## config.mk

```make
export PLATFORM = sky130hd
export DESIGN_NAME = acmc_control
export DESIGN_NICKNAME = d
export VERILOG_FILES = /design/src/acmc_pkg.sv /design/src/acmc_control.sv /design/src/acmc_prescaler.sv /design/src/acmc_chan_decode.sv
export SDC_FILE = /design/constraint.sdc
export NUM_CORES = 1
export LEC_CHECK = 0
export BUFFER_PORTS_ARGS = -buffer_cell sky130_fd_sc_hd__buf_2
export CORE_MARGIN = 1
export CORE_UTILIZATION = 35
export DETAILED_ROUTE_END_ITERATION = 6
export PLACE_DENSITY_LB_ADDON = 0.3
export SLEW_MARGIN = 30
export SYNTH_ARGS = -nofsm -noshare
export SYNTH_HDL_FRONTEND = slang
export SYNTH_HIERARCHICAL = 1
export SYNTH_SLANG_ARGS = --single-unit
```

## constraint.sdc

```tcl
create_clock -name clock -period 3.1 [get_ports clock]
set_input_delay 0.155 -clock clock [delete_from_list [all_inputs] [get_ports clock]]
set_output_delay 0.155 -clock clock [all_outputs]
set_load 0.02 [all_outputs]
```

## src/acmc_pkg.sv

```systemverilog
// Shared constants and types of the converter control block
package acmc_pkg;

  // ----------------------------------------------------------------
  // Register byte addresses
  // ----------------------------------------------------------------
  localparam logic [7:0] ACMC_OFS_INPUT_SEL  = 8'h00;
  localparam logic [7:0] ACMC_OFS_CTRL_A     = 8'h04;
  localparam logic [7:0] ACMC_OFS_CTRL_B     = 8'h08;
  localparam logic [7:0] ACMC_OFS_RES_LOW    = 8'h0C;
  localparam logic [7:0] ACMC_OFS_RES_HIGH   = 8'h10;
  localparam logic [7:0] ACMC_OFS_EVT_STATUS = 8'h14;
  localparam logic [7:0] ACMC_OFS_EVT_MASK   = 8'h18;

  // ----------------------------------------------------------------
  // Field positions and reset values
  // ----------------------------------------------------------------
  localparam int ACMC_A_ENABLE   = 7;
  localparam int ACMC_A_START    = 6;
  localparam int ACMC_A_AUTO     = 5;
  localparam int ACMC_A_FLAG     = 4;
  localparam int ACMC_A_IRQ_EN   = 3;
  localparam int ACMC_SEL_LADJ   = 5;
  localparam int ACMC_EVT_DONE   = 0;
  localparam int ACMC_EVT_LOST   = 1;
  localparam int ACMC_EVT_ABORT  = 2;
  localparam int ACMC_EVT_W      = 3;

  localparam logic [7:0] ACMC_INPUT_SEL_RST = 8'h00;
  localparam logic [2:0] ACMC_PS_RST        = 3'h0;
  localparam logic [2:0] ACMC_TS_RST        = 3'h0;
  localparam logic [2:0] ACMC_MASK_RST      = 3'h0;

  // ----------------------------------------------------------------
  // Codes and timing counts
  // ----------------------------------------------------------------
  localparam logic [1:0] ACMC_REF_EXTERNAL = 2'h0;
  localparam logic [1:0] ACMC_REF_SUPPLY   = 2'h1;
  localparam logic [1:0] ACMC_REF_RESERVED = 2'h2;
  localparam logic [1:0] ACMC_REF_BANDGAP  = 2'h3;
  localparam logic [4:0] ACMC_CH_BANDGAP   = 5'h1E;
  localparam logic [4:0] ACMC_CH_GROUND    = 5'h1F;
  localparam logic [2:0] ACMC_NEG_DIFF_A   = 3'h1;
  localparam logic [2:0] ACMC_NEG_DIFF_B   = 3'h2;
  localparam logic [2:0] ACMC_TS_FREE      = 3'h0;
  localparam logic [4:0] ACMC_INIT_CYCLES  = 5'h19;
  localparam logic [4:0] ACMC_NORM_CYCLES  = 5'h0D;

  // Last prescaler count per divider code: 1,1,3,7,15,31,63,127
  localparam logic [6:0] ACMC_DIV_LAST [8] = '{7'h01, 7'h01, 7'h03, 7'h07,
                                               7'h0F, 7'h1F, 7'h3F, 7'h7F};

  // ----------------------------------------------------------------
  // Types
  // ----------------------------------------------------------------
  typedef enum logic [2:0] {
    ACMC_IN_NONE    = 3'h0,
    ACMC_IN_SINGLE  = 3'h1,
    ACMC_IN_DIFF    = 3'h2,
    ACMC_IN_BANDGAP = 3'h3,
    ACMC_IN_GROUND  = 3'h4
  } acmc_in_kind_t;

  typedef struct packed {
    acmc_in_kind_t kind;
    logic [2:0]    pos;
    logic [2:0]    neg;
  } acmc_route_t;

  typedef struct packed {
    logic        power;
    logic [1:0]  ref_sel;
    acmc_route_t route;
    logic        sample;
    logic        step;
  } acmc_core_ctrl_t;

  typedef struct packed {
    logic [7:0]  address;
    logic        read;
    logic        write;
    logic [31:0] writedata;
    logic [3:0]  byteenable;
  } acmc_avm_req_t;

  typedef enum logic [1:0] {
    ACMC_ST_IDLE = 2'b00,
    ACMC_ST_CONV = 2'b01,
    ACMC_ST_DONE = 2'b11
  } acmc_state_t;

  typedef struct packed {
    logic                  ack;
    logic [31:0]           rdata;
    logic [7:0]            input_sel;
    logic                  en;
    logic                  ate;
    logic                  flag;
    logic                  ie;
    logic [2:0]            ps;
    logic [2:0]            ts;
    acmc_state_t           st;
    logic [4:0]            cnt;
    logic [4:0]            len;
    logic                  init_pend;
    logic [1:0]            act_ref;
    acmc_route_t           act_route;
    logic                  trig_prev;
    logic [9:0]            result;
    logic                  lock;
    logic [ACMC_EVT_W-1:0] evt;
    logic [ACMC_EVT_W-1:0] mask;
    logic                  sample;
  } acmc_ctl_state_t;

  typedef struct packed {
    logic [6:0] cnt;
  } acmc_psc_state_t;

endpackage

```

## src/acmc_control.sv

```systemverilog
// Converter control and status block with Avalon-MM register slave
`timescale 1ns/1ps
`default_nettype none
module acmc_control
  import acmc_pkg::*;
(
  input  wire logic          clock,
  input  wire logic          rstn,
  input  wire acmc_avm_req_t avs,
  output logic [31:0]        avs_readdata,
  output logic               avs_waitrequest,
  input  wire logic          global_irq_enable,
  input  wire logic          irq_vector_ack,
  input  wire logic [7:0]    trigger_sources,
  input  wire logic [9:0]    core_result,
  output acmc_core_ctrl_t    core_ctrl,
  output logic               irq
);

  // ----------------------------------------------------------------
  // State and helpers
  // ----------------------------------------------------------------
  acmc_ctl_state_t       q;
  acmc_ctl_state_t       n;
  acmc_route_t           sel_route;
  logic                  req;
  logic                  accept;
  logic                  wr;
  logic                  rd_capture;
  logic                  low_capture;
  logic [7:0]            rd_view;
  logic [7:0]            res_low;
  logic [7:0]            res_high;
  logic                  step;
  logic                  sel_trig;
  logic                  trig_edge;
  logic                  sw_start;
  logic                  flag_clr;
  logic                  flag_set;
  logic                  lock_now;
  logic                  begin_conv;
  logic [ACMC_EVT_W-1:0] evt_set;
  logic [ACMC_EVT_W-1:0] evt_clr;

  // ----------------------------------------------------------------
  // Leaf instances
  // ----------------------------------------------------------------
  acmc_prescaler u_prescaler (
    .clock   (clock),
    .rstn    (rstn),
    .clear   (q.st != ACMC_ST_CONV),
    .div_sel (q.ps),
    .tick    (step)
  );

  acmc_chan_decode u_chan_decode (
    .code  (n.input_sel[4:0]),
    .route (sel_route)
  );

  // ----------------------------------------------------------------
  // Next-state logic
  // ----------------------------------------------------------------
  always_comb begin
    n           = q;
    n.sample    = 1'b0;
    sw_start    = 1'b0;
    flag_clr    = irq_vector_ack;
    flag_set    = 1'b0;
    evt_set     = '0;
    evt_clr     = '0;
    begin_conv  = 1'b0;

    // Bus handshake: one wait cycle, data captured in it
    req         = avs.read | avs.write;
    accept      = req & q.ack;
    n.ack       = req & ~q.ack;
    wr          = avs.write & accept & avs.byteenable[0];
    rd_capture  = avs.read & ~q.ack;
    low_capture = rd_capture & (avs.address == ACMC_OFS_RES_LOW);

    // Result view follows the left-adjust bit directly
    if (q.input_sel[ACMC_SEL_LADJ]) begin
      res_high = q.result[9:2];
      res_low  = {q.result[1:0], 6'h00};
    end else begin
      res_high = {6'h00, q.result[9:8]};
      res_low  = q.result[7:0];
    end

    case (avs.address)
      ACMC_OFS_INPUT_SEL:  rd_view = q.input_sel;
      ACMC_OFS_CTRL_A:     rd_view = {q.en, (q.st != ACMC_ST_IDLE), q.ate,
                                      q.flag, q.ie, q.ps};
      ACMC_OFS_CTRL_B:     rd_view = {5'h00, q.ts};
      ACMC_OFS_RES_LOW:    rd_view = res_low;
      ACMC_OFS_RES_HIGH:   rd_view = res_high;
      ACMC_OFS_EVT_STATUS: rd_view = {5'h00, q.evt};
      ACMC_OFS_EVT_MASK:   rd_view = {5'h00, q.mask};
      default:             rd_view = 8'h00;
    endcase

    if (rd_capture) begin
      n.rdata = {24'h000000, rd_view};
    end

    // Low byte read locks the result; high byte read releases it
    if (low_capture) begin
      n.lock = 1'b1;
    end
    if (avs.read && accept && avs.address == ACMC_OFS_RES_HIGH) begin
      n.lock = 1'b0;
    end
    lock_now = q.lock | low_capture;

    // ----------------------------------------------------------------
    // Register writes
    // ----------------------------------------------------------------
    if (wr) begin
      case (avs.address)
        ACMC_OFS_INPUT_SEL: begin
          n.input_sel = avs.writedata[7:0];
        end
        ACMC_OFS_CTRL_A: begin
          n.en     = avs.writedata[ACMC_A_ENABLE];
          n.ate    = avs.writedata[ACMC_A_AUTO];
          n.ie     = avs.writedata[ACMC_A_IRQ_EN];
          n.ps     = avs.writedata[2:0];
          sw_start = avs.writedata[ACMC_A_START];
          flag_clr = flag_clr | avs.writedata[ACMC_A_FLAG];
        end
        ACMC_OFS_CTRL_B: begin
          n.ts = avs.writedata[2:0];
        end
        ACMC_OFS_EVT_STATUS: begin
          evt_clr = avs.writedata[ACMC_EVT_W-1:0];
        end
        ACMC_OFS_EVT_MASK: begin
          n.mask = avs.writedata[ACMC_EVT_W-1:0];
        end
        default: begin
        end
      endcase
    end

    // ----------------------------------------------------------------
    // Auto trigger edge detection
    // ----------------------------------------------------------------
    if (q.ts == ACMC_TS_FREE) begin
      sel_trig = 1'b0;
    end else begin
      sel_trig = trigger_sources[q.ts];
    end
    n.trig_prev = sel_trig;
    trig_edge   = q.ate & sel_trig & ~q.trig_prev;

    // Selections reach the core only between conversions
    if (q.st != ACMC_ST_CONV) begin
      n.act_ref   = n.input_sel[7:6];
      n.act_route = sel_route;
    end

    // ----------------------------------------------------------------
    // Conversion sequencer
    // ----------------------------------------------------------------
    case (q.st)
      ACMC_ST_IDLE: begin
        if (n.en && (sw_start || trig_edge)) begin
          begin_conv = 1'b1;
        end
      end
      ACMC_ST_CONV: begin
        if (step) begin
          if (q.cnt == q.len - 5'h01) begin
            n.st = ACMC_ST_DONE;
          end else begin
            n.cnt = q.cnt + 5'h01;
          end
        end
      end
      ACMC_ST_DONE: begin
        flag_set = 1'b1;
        evt_set[ACMC_EVT_DONE] = 1'b1;
        if (!lock_now) begin
          n.result = core_result;
        end else begin
          evt_set[ACMC_EVT_LOST] = 1'b1;
        end
        if (n.en && q.ate && q.ts == ACMC_TS_FREE) begin
          begin_conv = 1'b1;
        end else if (n.en && sw_start) begin
          begin_conv = 1'b1;
        end else begin
          n.st = ACMC_ST_IDLE;
        end
      end
      default: begin
        n.st = ACMC_ST_IDLE;
      end
    endcase

    if (begin_conv) begin
      n.st        = ACMC_ST_CONV;
      n.cnt       = 5'h00;
      n.len       = q.init_pend ? ACMC_INIT_CYCLES : ACMC_NORM_CYCLES;
      n.init_pend = 1'b0;
      n.sample    = 1'b1;
    end

    // Disabling stops everything and rearms the long first conversion
    if (!n.en) begin
      if (q.st == ACMC_ST_CONV) begin
        evt_set[ACMC_EVT_ABORT] = 1'b1;
      end
      n.st        = ACMC_ST_IDLE;
      n.cnt       = 5'h00;
      n.sample    = 1'b0;
      n.init_pend = 1'b1;
    end

    // Sticky flags: a set in the clearing cycle wins
    n.flag = (q.flag & ~flag_clr) | flag_set;
    n.evt  = (q.evt & ~evt_clr) | evt_set;
  end

  // ----------------------------------------------------------------
  // State register
  // ----------------------------------------------------------------
  always_ff @(posedge clock or negedge rstn) begin
    if (!rstn) begin
      q           <= '0;
      q.input_sel <= ACMC_INPUT_SEL_RST;
      q.ps        <= ACMC_PS_RST;
      q.ts        <= ACMC_TS_RST;
      q.mask      <= ACMC_MASK_RST;
      q.st        <= ACMC_ST_IDLE;
      q.len       <= ACMC_NORM_CYCLES;
      q.init_pend <= 1'b1;
    end else begin
      q <= n;
    end
  end

  // ----------------------------------------------------------------
  // Outputs
  // ----------------------------------------------------------------
  assign avs_waitrequest   = req & ~q.ack;
  assign avs_readdata      = q.rdata;
  assign core_ctrl.power   = q.en;
  assign core_ctrl.ref_sel = q.act_ref;
  assign core_ctrl.route   = q.act_route;
  assign core_ctrl.sample  = q.sample;
  assign core_ctrl.step    = step & (q.st == ACMC_ST_CONV);
  assign irq = (q.flag & q.ie & global_irq_enable) | (|(q.evt & q.mask));

endmodule // acmc_control
`default_nettype wire

```

## src/acmc_prescaler.sv

```systemverilog
// Converter clock prescaler producing one step pulse per converter clock
`timescale 1ns/1ps
`default_nettype none
module acmc_prescaler
  import acmc_pkg::*;
(
  input  wire logic       clock,
  input  wire logic       rstn,
  input  wire logic       clear,
  input  wire logic [2:0] div_sel,
  output logic            tick
);

  acmc_psc_state_t q;
  acmc_psc_state_t n;
  logic [6:0]      last;

  always_comb begin
    n    = q;
    last = ACMC_DIV_LAST[div_sel];
    tick = ~clear & (q.cnt == last);
    if (clear || q.cnt == last) begin
      n.cnt = 7'h00;
    end else begin
      n.cnt = q.cnt + 7'h01;
    end
  end

  always_ff @(posedge clock or negedge rstn) begin
    if (!rstn) begin
      q <= '0;
    end else begin
      q <= n;
    end
  end

endmodule // acmc_prescaler
`default_nettype wire

```

## src/acmc_chan_decode.sv

```systemverilog
// Channel code decoder to analog multiplexer routing
`timescale 1ns/1ps
`default_nettype none
module acmc_chan_decode
  import acmc_pkg::*;
(
  input  wire logic [4:0] code,
  output acmc_route_t     route
);

  always_comb begin
    route.kind = ACMC_IN_NONE;
    route.pos  = code[2:0];
    route.neg  = 3'h0;
    if (code == ACMC_CH_BANDGAP) begin
      route.kind = ACMC_IN_BANDGAP;
    end else if (code == ACMC_CH_GROUND) begin
      route.kind = ACMC_IN_GROUND;
    end else if (code[4:3] == 2'h0) begin
      route.kind = ACMC_IN_SINGLE;
    end else if (code[4:3] == 2'h2) begin
      route.kind = ACMC_IN_DIFF;
      route.neg  = ACMC_NEG_DIFF_A;
    end else if (code[4:3] == 2'h3) begin
      route.kind = ACMC_IN_DIFF;
      route.neg  = ACMC_NEG_DIFF_B;
    end
  end

endmodule // acmc_chan_decode
`default_nettype wire

```

==> flow_metrics.tcl, run 1 <==
set metrics [dict create \
    placedCellCount 562 \
    path_max_fanout 10 \
    vias_per_cell 5.12 \
    multi_input_area_um2 1930 \
    hold_ws_ns 0.0523 \
    clock_latency_ns 0.33 \
    io_buffers 63 \
    synth_cells 383 \
    rsz0062_at_grt "no" \
    synth-adder-area-share 0.0209 \
    vias 2967 \
    drt_iter0_drc 200 \
    p_comb_frac 0.062 \
    cts_root_buffer "clkbuf_16" \
    synth-simple-area-share 0.137 \
    finalSetupViolCount 0 \
    clock-skew-final_ns 0.00516 \
    outcome "complete, but fails checks" \
    cts_sinks 74 \
    wl_um 9210 \
    seqPwrFrac 0.460 \
    worst_slew_pin_slew_ns 0.827 \
    synth_top_area_cell "dfrtp_1" \
    grt_pass1_wl_um 15300 \
    endpoint_kind "flip-flop" \
    ios 116 \
    die_x_um 111 \
    wire_per_inst_um 15.9 \
    irDropWorstVdd_uv 412 \
    yosys.cell_types.count 60 \
    ant_nets 0 \
    final_cells 579 \
    finalHoldViolations 0 \
    cts.htree.levels 3 \
    synth_compound_area_frac 0.118 \
    cts_setup_buffers 0 \
    r2r_cells 9 \
    n_antenna_cell 0 \
    drive_gt1_frac 0.337 \
    initial_core_util 0.363 \
    setup-tns-final_ns 0 \
    p_sw_frac 0.233 \
    cp-start-kind "flip-flop" \
    worstPathRequired_ns 3.31 \
    grt_overflow 0 \
    clk_pin_slew_ns 0.06 \
    relSlewSlack 0.447 \
    synth_top_cell_area_share 0.431 \
    cts_resized 0 \
    hold_path_class "primary input to flip-flop" \
    avgSynthCellArea_um2 10.9 \
    min_period_ns 2.62 \
    drv_slew 0 \
    critical_path_class "flip-flop to flip-flop" \
    fin_crit_sh 0.845 \
    fillCellCount 1133 \
    drt-pass1-iter-count 7 \
    syn_area_um2 4180 \
    grt_max_degree 30 \
    fmax_mhz 382 \
    p_int_w 0.00164 \
    first_global_vias 3008 \
    design.die.area_um2 12400 \
    die_h_um 111 \
    fin_area_um2 4720 \
    cts_made_buffers 9 \
    power_switching_w 0.000497 \
    fp.coreArea_um2 11500 \
    pwr-share-clk 0.478 \
    timing.critical_path.arrival_ns 2.83 \
    violations "design-rule violations" \
    fin_nets 506 \
    synth_top_family_by_area "multiplexers" \
    seqCellArea_um2 1850 \
    cts.path.max_buffers 2 \
    ys_ff_latch 74 \
    area_growth_pct 12.8 \
    synth_warnings 6 \
    maxCapViolations 0 \
    place_congestion 0.857 \
    antenna_found_initial 0 \
    yosysSeqAreaShare 0.443 \
    synth_edf_count 0 \
    post-route-drc-count 17 \
    rows 39 \
    hold_depth 2 \
    grt_usage 0.157 \
    leakage_nw 2.30 \
    p_per_area_nw_per_um2 453 \
    synthTopCellsByArea "dfrtp_1, mux2_2, buf_4" \
    synthXorXnorAreaFrac 0.0230 \
    cts_tree "built" \
    synth_top_flop_cell "dfrtp_1" \
    place_hpwl_um 6980 \
    synthMuxAreaShare 0.141 \
    synth-async-reset-ratio 1.00 \
    postPlaceCellArea_um2 4410 \
]
-- routing by layer --
metal	part of all wire	track usage	wire, um
met5	0	0	0
met1	0.44	0.205	4100
met4	0.012	0.0514	115
met3	0.067	0.0410	619
met2	0.48	0.253	4380
-- cell usage after synthesis (2+ instances only) --
library cell  count
nand2_1          35
nand2b_1          3
nand3_1           8
o21ai_0           7
nor3_1            4
a22o_1           14
nor4_4            2
a221oi_1          2
o2111ai_1         2
ha_1              7
a22oi_1           5
conb_1            2
nor4b_4           2
o22ai_1           2
mux2_4            2
xnor2_1           4
a21oi_1          10
dfstp_2           2
a311oi_1          6
mux2_2           45
xor2_1            7
buf_4            51
inv_1            17
nand3b_1          2
or3_1             2
mux2i_1           3
clkbuf_1          5
a222oi_1          4
nor2_1           13
dfrtp_1          72
and3_1            3
and2_1            4
nor2b_1           2
buf_2             3
nand4_1           6
-- sequential cells by signal, summed over array words and instances (netlist names) --
signal,cells
avs_readdata,8
core_ctrl,13
q,46
u_prescaler/q,7
-- critical path: stages (launching register included) --
cell     delay [ns]
dfrtp_1        0.50
or3_1          0.41
a21oi_1        0.13
or3_1          0.27
and4b_1        0.30
and2_1         0.15
nor2b_1        0.36
nand4_1        0.16
xor2_1         0.16
nor2_1         0.05
-- path summary, 6_finish.rpt --
kind | from | endpoint | slack [ns]
worst max-delay path | q[47]$_DFFE_PN0P_ | q[39]$_DFFE_PN0P_ | 0.48
worst min-delay path | core_result[1] | q[9]$_DFFE_PN0P_ | 0.05
worst max register to register | q[47]$_DFFE_PN0P_ | q[39]$_DFFE_PN0P_ | 0.48
worst min register to register | q[30]$_DFFE_PN1P_ | q[30]$_DFFE_PN1P_ | 0.47
max in group asynchronous | rstn | q[33]$_DFFE_PN1P_ | 1.98
min in group asynchronous | rstn | q[14]$_DFFE_PN0P_ | 0.33
-- what timing repair did --
action / in CTS / in global routing
endpoints found under the setup margin: 0 / 0
hold endpoints to repair: 21 / 0
hold buffers: 1 / 0
-- power by group through the flow --
stage                     Clock [W]  Combinational (W)  Sequential [W]
final                       0.00102           0.000133        0.000982
after global routing        0.00109           0.000147        0.000983
after CTS                   0.00105           0.000135        0.000982
after detailed placement          0           0.000134         0.00100
after global placement            0           0.000132        0.000999
after floorplan                   0          0.0000983        0.000997
-- placed cells by master (no fill, tap or decap), drive strengths merged, types with 2 or more instances in the layout --
| cell type | count |
|---|---|
| nor2b | 2 |
| a311oi | 6 |
| or3 | 2 |
| nor4b | 3 |
| dfrtp | 72 |
| clkbuf | 10 |
| inv | 19 |
| nor2 | 13 |
| and2 | 5 |
| clkinv | 2 |
| conb | 25 |
| ha | 7 |
| nand2 | 36 |
| nand3b | 2 |
| a22o | 14 |
| dfstp | 2 |
| nand4 | 6 |
| o22ai | 2 |
| mux2 | 47 |
| nor3 | 4 |
| xor2 | 7 |
| and3 | 4 |
| a221oi | 2 |
| o21ai | 7 |
| a21oi | 10 |
| xnor2 | 4 |
| a22oi | 5 |
| buf | 72 |
| nand3 | 8 |
| mux2i | 3 |
| nand2b | 3 |
| o2111ai | 2 |
| a222oi | 4 |
| nor4 | 4 |
-- metrics by stage --
stage | setup slack [ns] | utilization | power [W]
floorplan | 0.685 | - | 0.00109
global placement | 0.569 | 0.383 | 0.00113
detailed placement | 0.531 | 0.383 | 0.00113
CTS | 0.510 | 0.410 | 0.00217
global route | 0.234 | 0.410 | 0.00222
finish | 0.480 | 0.410 | 0.00214
-- kinds of logic after synthesis --
| logic type | count (synthesis) |
|---|---|
| buffers and inverters | 76 |
| DFF | 74 |
| and+or+nand+nor | 98 |
| other | 2 |
| xor gates and xnor gates | 11 |
| adders and majority gates | 7 |
| AOI/OAI and AO/OA | 64 |
| muxes | 51 |
-- final cells by class --
cell class	count	area share
sequential	74	0.393
timing repair buffer	73	0.0833
clock buffer	10	0.0485
clock inverter	6	0.0138
inverter	17	0.0135
multi-input combinational	256	0.410
tap	143	0.0379
No activity file was read; power rests on OpenSTA's default activity.
==> run 2, diff against run 1 <==
Clock period 3.1 ns to 2.2 ns, I/O delays scaled along.
==> flow_metrics.tcl, run 2 (synthesis results as in run 1) <==
set metrics [dict create \
    die_x_um 111 \
    drt-pass1-iter-count 7 \
    cp_slowest_cell "dfrtp_1" \
    drt_iter0_drc 237 \
    fillCellCount 1143 \
    timing.critical_path.arrival_ns 2.06 \
    crit_buf_inv 2 \
    vias 3137 \
    io_buffers 63 \
    relSlewSlack 0.591 \
    rows 39 \
    finalHoldViolations 0 \
    cts_root_buffer "clkbuf_16" \
    wl_um 9520 \
    area_growth_pct 20.1 \
    cts_made_buffers 9 \
    hold_path_class "primary input to flip-flop" \
    ant_nets 0 \
    critical_path_class "flip-flop to output pin" \
    clk_pin_slew_ns 0.06 \
    finalSetupViolCount 0 \
    path_cells "or3b_4 -> a21oi_2 -> or3_4 -> and4b_1 -> and2_4 -> buf_4 -> buf_6" \
    grt_pass1_wl_um 16200 \
    min_period_ns 2.17 \
    irDropWorstVdd_uv 336 \
    clock-skew-final_ns 0.00425 \
    fp.coreArea_um2 11500 \
    path_max_fanout 5 \
    leakage_nw 2.49 \
    cts_sinks 74 \
    drive_gt1_frac 0.402 \
    cp-start-kind "flip-flop" \
    worstPathRequired_ns 2.09 \
    rsz0062_at_grt "yes" \
    fin_area_um2 5020 \
    cts.path.max_buffers 2 \
    cp_top_family "simple AND/OR/NAND/NOR gates" \
    fin_nets 540 \
    placedCellCount 591 \
    final_util 0.436 \
    place_hpwl_um 7280 \
    top_register "q" \
    design.die.area_um2 12400 \
    final_cell_mix "dfrtp_1, buf_2, mux2_2" \
    cts_tree "built" \
    die_h_um 111 \
    postPlaceCellArea_um2 4650 \
    cts.htree.levels 3 \
    maxCapViolations 0 \
    first_global_vias 3166 \
    endpoint_kind "output pin" \
    fin_ws_ns 0.0333 \
    crit_path_max_incr_delay_ns 0.41 \
    fmax_mhz 462 \
    grt_overflow 0 \
    vias_per_cell 5.12 \
    n_antenna_cell 0 \
    p_per_area_nw_per_um2 588 \
    worst_slew_pin_slew_ns 0.613 \
    fin_crit_sh 0.985 \
    violations "design-rule violations" \
    initial_core_util 0.363 \
    ios 116 \
    post-place-ws_ns 0.00371 \
    outcome "complete, but fails checks" \
    post-route-drc-count 25 \
    final_cells 613 \
    grt_usage 0.165 \
    grt_max_degree 49 \
    wire_per_inst_um 15.5 \
    clock_latency_ns 0.33 \
    final_common_cell "dfrtp_1" \
    antenna_found_initial 0 \
    place_congestion 0.867 \
    largest_reg_flops 46 \
    drv_slew 0 \
]
run 2: timing repair:
action	in CTS	in global routing
pin swaps	2	6
endpoints found under the setup margin	2	7
buffers inserted	2	3
endpoints found under the hold margin	26	0
hold buffers	1	0
gates resized for setup	1	10
run 2: final timing paths:
kind	slack [ns]	endpoint	from	cells after the start
setup / recovery	0.03	core_ctrl[0]	q[46]$_DFFE_PN0P_	7
hold / removal	0.007	q[9]$_DFFE_PN0P_	core_result[1]	2
setup reg to reg	0.05	q[39]$_DFFE_PN0P_	u_prescaler/q[4]$_DFF_PN0_	9
hold reg to reg	0.47	q[30]$_DFFE_PN1P_	q[30]$_DFFE_PN1P_	2
max in group asynchronous	1.15	q[33]$_DFFE_PN1P_	rstn	3
min in group asynchronous	0.32	q[57]$_DFF_PN0_	rstn	2
run 2: per-layer routing:
metal | global-route usage | up-vias | share of wire
met5 | 0 | - | 0
met4 | 0.0658 | 0 | 0.016
met3 | 0.0279 | 14 | 0.058
met2 | 0.264 | 102 | 0.48
met1 | 0.223 | 1552 | 0.45
li1 | - | 1469 | -
run 2: stage by stage:
step	setup TNS [ns]	power [W]	hold WS, ns
3_3_place_gp	0	0.00161	0.155
4_1_cts	0	0.00299	0.000661
3_5_place_dp	0	0.00161	0.163
2_1_floorplan	0	0.00154	-0.186
6_report	0	0.00295	0.00684
5_1_grt	-0.264	0.00308	0.00359
run 2: power by group:
group / internal [W] / switching (W)
Sequential: 0.00137 / 0.0000102
Clock: 0.000800 / 0.000567
Combinational: 0.0000702 / 0.000135
Total: 0.00224 / 0.000712
run 2: cell type report:
| type | instances | area [um^2] | share of cell area |
|---|---|---|---|
| multi-input cells | 256 | 1970 | 0.392 |
| clock buffers | 11 | 243 | 0.0483 |
| well taps | 143 | 179 | 0.0356 |
| inverters | 17 | 63.8 | 0.0127 |
| flip-flops and latches | 74 | 1860 | 0.369 |
| clock inverters | 5 | 38.8 | 0.00772 |
| repair buffers | 107 | 674 | 0.134 |
run 2: worst register-to-register path: stages (launching register included):
cell and delay [ns]:
dfrtp_2 0.43, or3b_4 0.40, a21oi_2 0.15, or3_4 0.15, and4b_1 0.23, and2_4 0.16
nor2b_4 0.18, nand4_1 0.12, xor2_1 0.17, nor2_1 0.05
==> run 3, diff against run 2 <==
Settings changed: CAP_MARGIN set to 10, CORE_UTILIZATION 35 to 48.
==> flow_metrics.tcl, run 3 (synthesis results as in run 1) <==
set metrics [dict create \
    p_sw_frac 0.257 \
    io_buffers 63 \
    grt_usage 0.227 \
    finalSetupViolCount 0 \
    postPlaceCellArea_um2 4610 \
    drt_iter0_drc 268 \
    ant_nets 0 \
    place_congestion 0.874 \
    vias 3282 \
    vias_per_cell 5.61 \
    wire_per_inst_um 15.9 \
    largest_reg_flops 46 \
    cts.path.max_buffers 2 \
    fin_area_um2 5000 \
    fp.coreArea_um2 8340 \
    path_max_fanout 6 \
    leakage_nw 2.47 \
    die_x_um 95.3 \
    clock-skew-final_ns 0.0110 \
    place_hpwl_um 6830 \
    outcome "complete, no violations" \
    initial_core_util 0.501 \
    cts_root_buffer "clkbuf_8" \
    cts_tree "built" \
    fin_ws_ns 0.00945 \
    top_register "q" \
    final_common_cell "dfrtp_1" \
    pwr-share-clk 0.399 \
    antenna_found_initial 0 \
    clk_pin_slew_ns 0.08 \
    fmax_mhz 457 \
    drt-pass1-iter-count 5 \
    p_int_w 0.00198 \
    timing.critical_path.arrival_ns 2.08 \
    relSlewSlack 0.588 \
    worstPathRequired_ns 2.09 \
    wl_um 9300 \
    die_h_um 95.3 \
    grt_pass1_wl_um 15400 \
    worst_slew_pin_slew_ns 0.618 \
    design.die.area_um2 9090 \
    hold_ws_ns 0.0105 \
    irDropWorstVdd_uv 326 \
    min_period_ns 2.19 \
    final_cell_mix "dfrtp_1, buf_2, mux2_2" \
    cts_sinks 74 \
    rows 33 \
    grt_max_degree 49 \
    clock_latency_ns 0.36 \
    hold_path_class "primary input to flip-flop" \
    post-place-ws_ns -0.0140 \
    area_growth_pct 19.7 \
    maxCapViolations 0 \
    fin_crit_sh 0.996 \
    seqPwrFrac 0.519 \
    finalHoldViolations 0 \
    cp-start-kind "flip-flop" \
    grt_overflow 0 \
    p_comb_frac 0.083 \
    power_switching_w 0.000683 \
    cts.htree.levels 3 \
    p_per_area_nw_per_um2 532 \
    post-route-drc-count 0 \
    cts_made_buffers 9 \
    n_antenna_cell 0 \
    critical_path_class "flip-flop to output pin" \
    drive_gt1_frac 0.400 \
    fin_nets 550 \
    first_global_vias 3129 \
    ios 116 \
    drv_slew 0 \
    endpoint_kind "output pin" \
    rsz0062_at_grt "yes" \
    fillCellCount 693 \
]
[run 3: cell types whose count changed in the layout (fill, tap and decap cells not counted), sizes merged]
cell / change
buf: -2
bufinv: +1
clkbuf: -1
clkinv: -2
clkinvlp: +2
dlygate4sd3: +12
[run 3: power groups by stage]
| stage | Clock (W) | Combinational (W) | Sequential [W] |
|---|---|---|---|
| after floorplan | 0 | 0.000138 | 0.00140 |
| after global placement | 0 | 0.000198 | 0.00141 |
| after detailed placement | 0 | 0.000202 | 0.00141 |
| after CTS | 0.00108 | 0.000219 | 0.00138 |
| after global routing | 0.00115 | 0.000247 | 0.00138 |
| final | 0.00106 | 0.000221 | 0.00138 |
[run 3: critical path, cell delays in order, from the launching register on]
cell and delay [ns]:
dfrtp_2 0.44, buf_6 0.14, nand2_1 0.08, a21oi_2 0.04
or3_4 0.38, and4b_1 0.22, and2_4 0.17, buf_4 0.12
buf_6 0.12
[run 3: per-stage QoR]
stage               TNS (ns)  instances   util  power [W]
finish                     0        585  0.600    0.00266
global route          -0.331        585  0.600    0.00278
CTS                        0        582  0.592    0.00268
detailed placement   -0.0597        553  0.552    0.00161
global placement           0        553  0.552    0.00161
floorplan                  0        406      -    0.00154
[run 3: repair_timing]
| action | in CTS | in global routing |
|---|---|---|
| pin swaps | 2 | 5 |
| resized for setup | 2 | 13 |
| cloned | 0 | 0 |
| hold buffers | 12 | 1 |
| buffers inserted | 1 | 2 |
| hold endpoints to repair | 37 | 1 |
| endpoints found under the setup margin | 1 | 9 |
[run 3: path summary, 6_finish.rpt]
| check | depth (start not counted) | to | start | slack, ns |
|---|---|---|---|---|
| setup reg to reg | 11 | q[36]$_DFFE_PN0P_ | q[48]$_DFFE_PN0P_ | 0.04 |
| max in group asynchronous | 3 | q[30]$_DFFE_PN1P_ | rstn | 1.19 |
| min in group asynchronous | 2 | q[53]$_DFF_PN0_ | rstn | 0.29 |
| hold / removal | 3 | q[50]$_DFF_PN0_ | irq_vector_ack | 0.01 |
| setup / recovery | 8 | core_ctrl[0] | q[48]$_DFFE_PN0P_ | 0.009 |
| hold reg to reg | 2 | q[30]$_DFFE_PN1P_ | q[30]$_DFFE_PN1P_ | 0.47 |
[run 3: final cells by class]
| type | count | area [um^2] | share of cell area |
|---|---|---|---|
| sequential | 74 | 1860 | 0.371 |
| clock inverter | 6 | 66.3 | 0.0132 |
| multi-input combinational | 256 | 1980 | 0.396 |
| tap | 105 | 131 | 0.0263 |
| timing repair buffer | 117 | 776 | 0.155 |
| inverter | 17 | 63.8 | 0.0128 |
| clock buffer | 10 | 128 | 0.0255 |
[run 3: layer usage]
metal / wire length (um) / vias up / part of all wire / GRT usage
met1: 4060 / 1604 / 0.44 / 0.307
met3: 746 / 13 / 0.080 / 0.0478
met5: 0 / - / 0 / 0
met4: 149 / 0 / 0.016 / 0.0922
li1: - / 1497 / - / -
met2: 4340 / 168 / 0.47 / 0.352
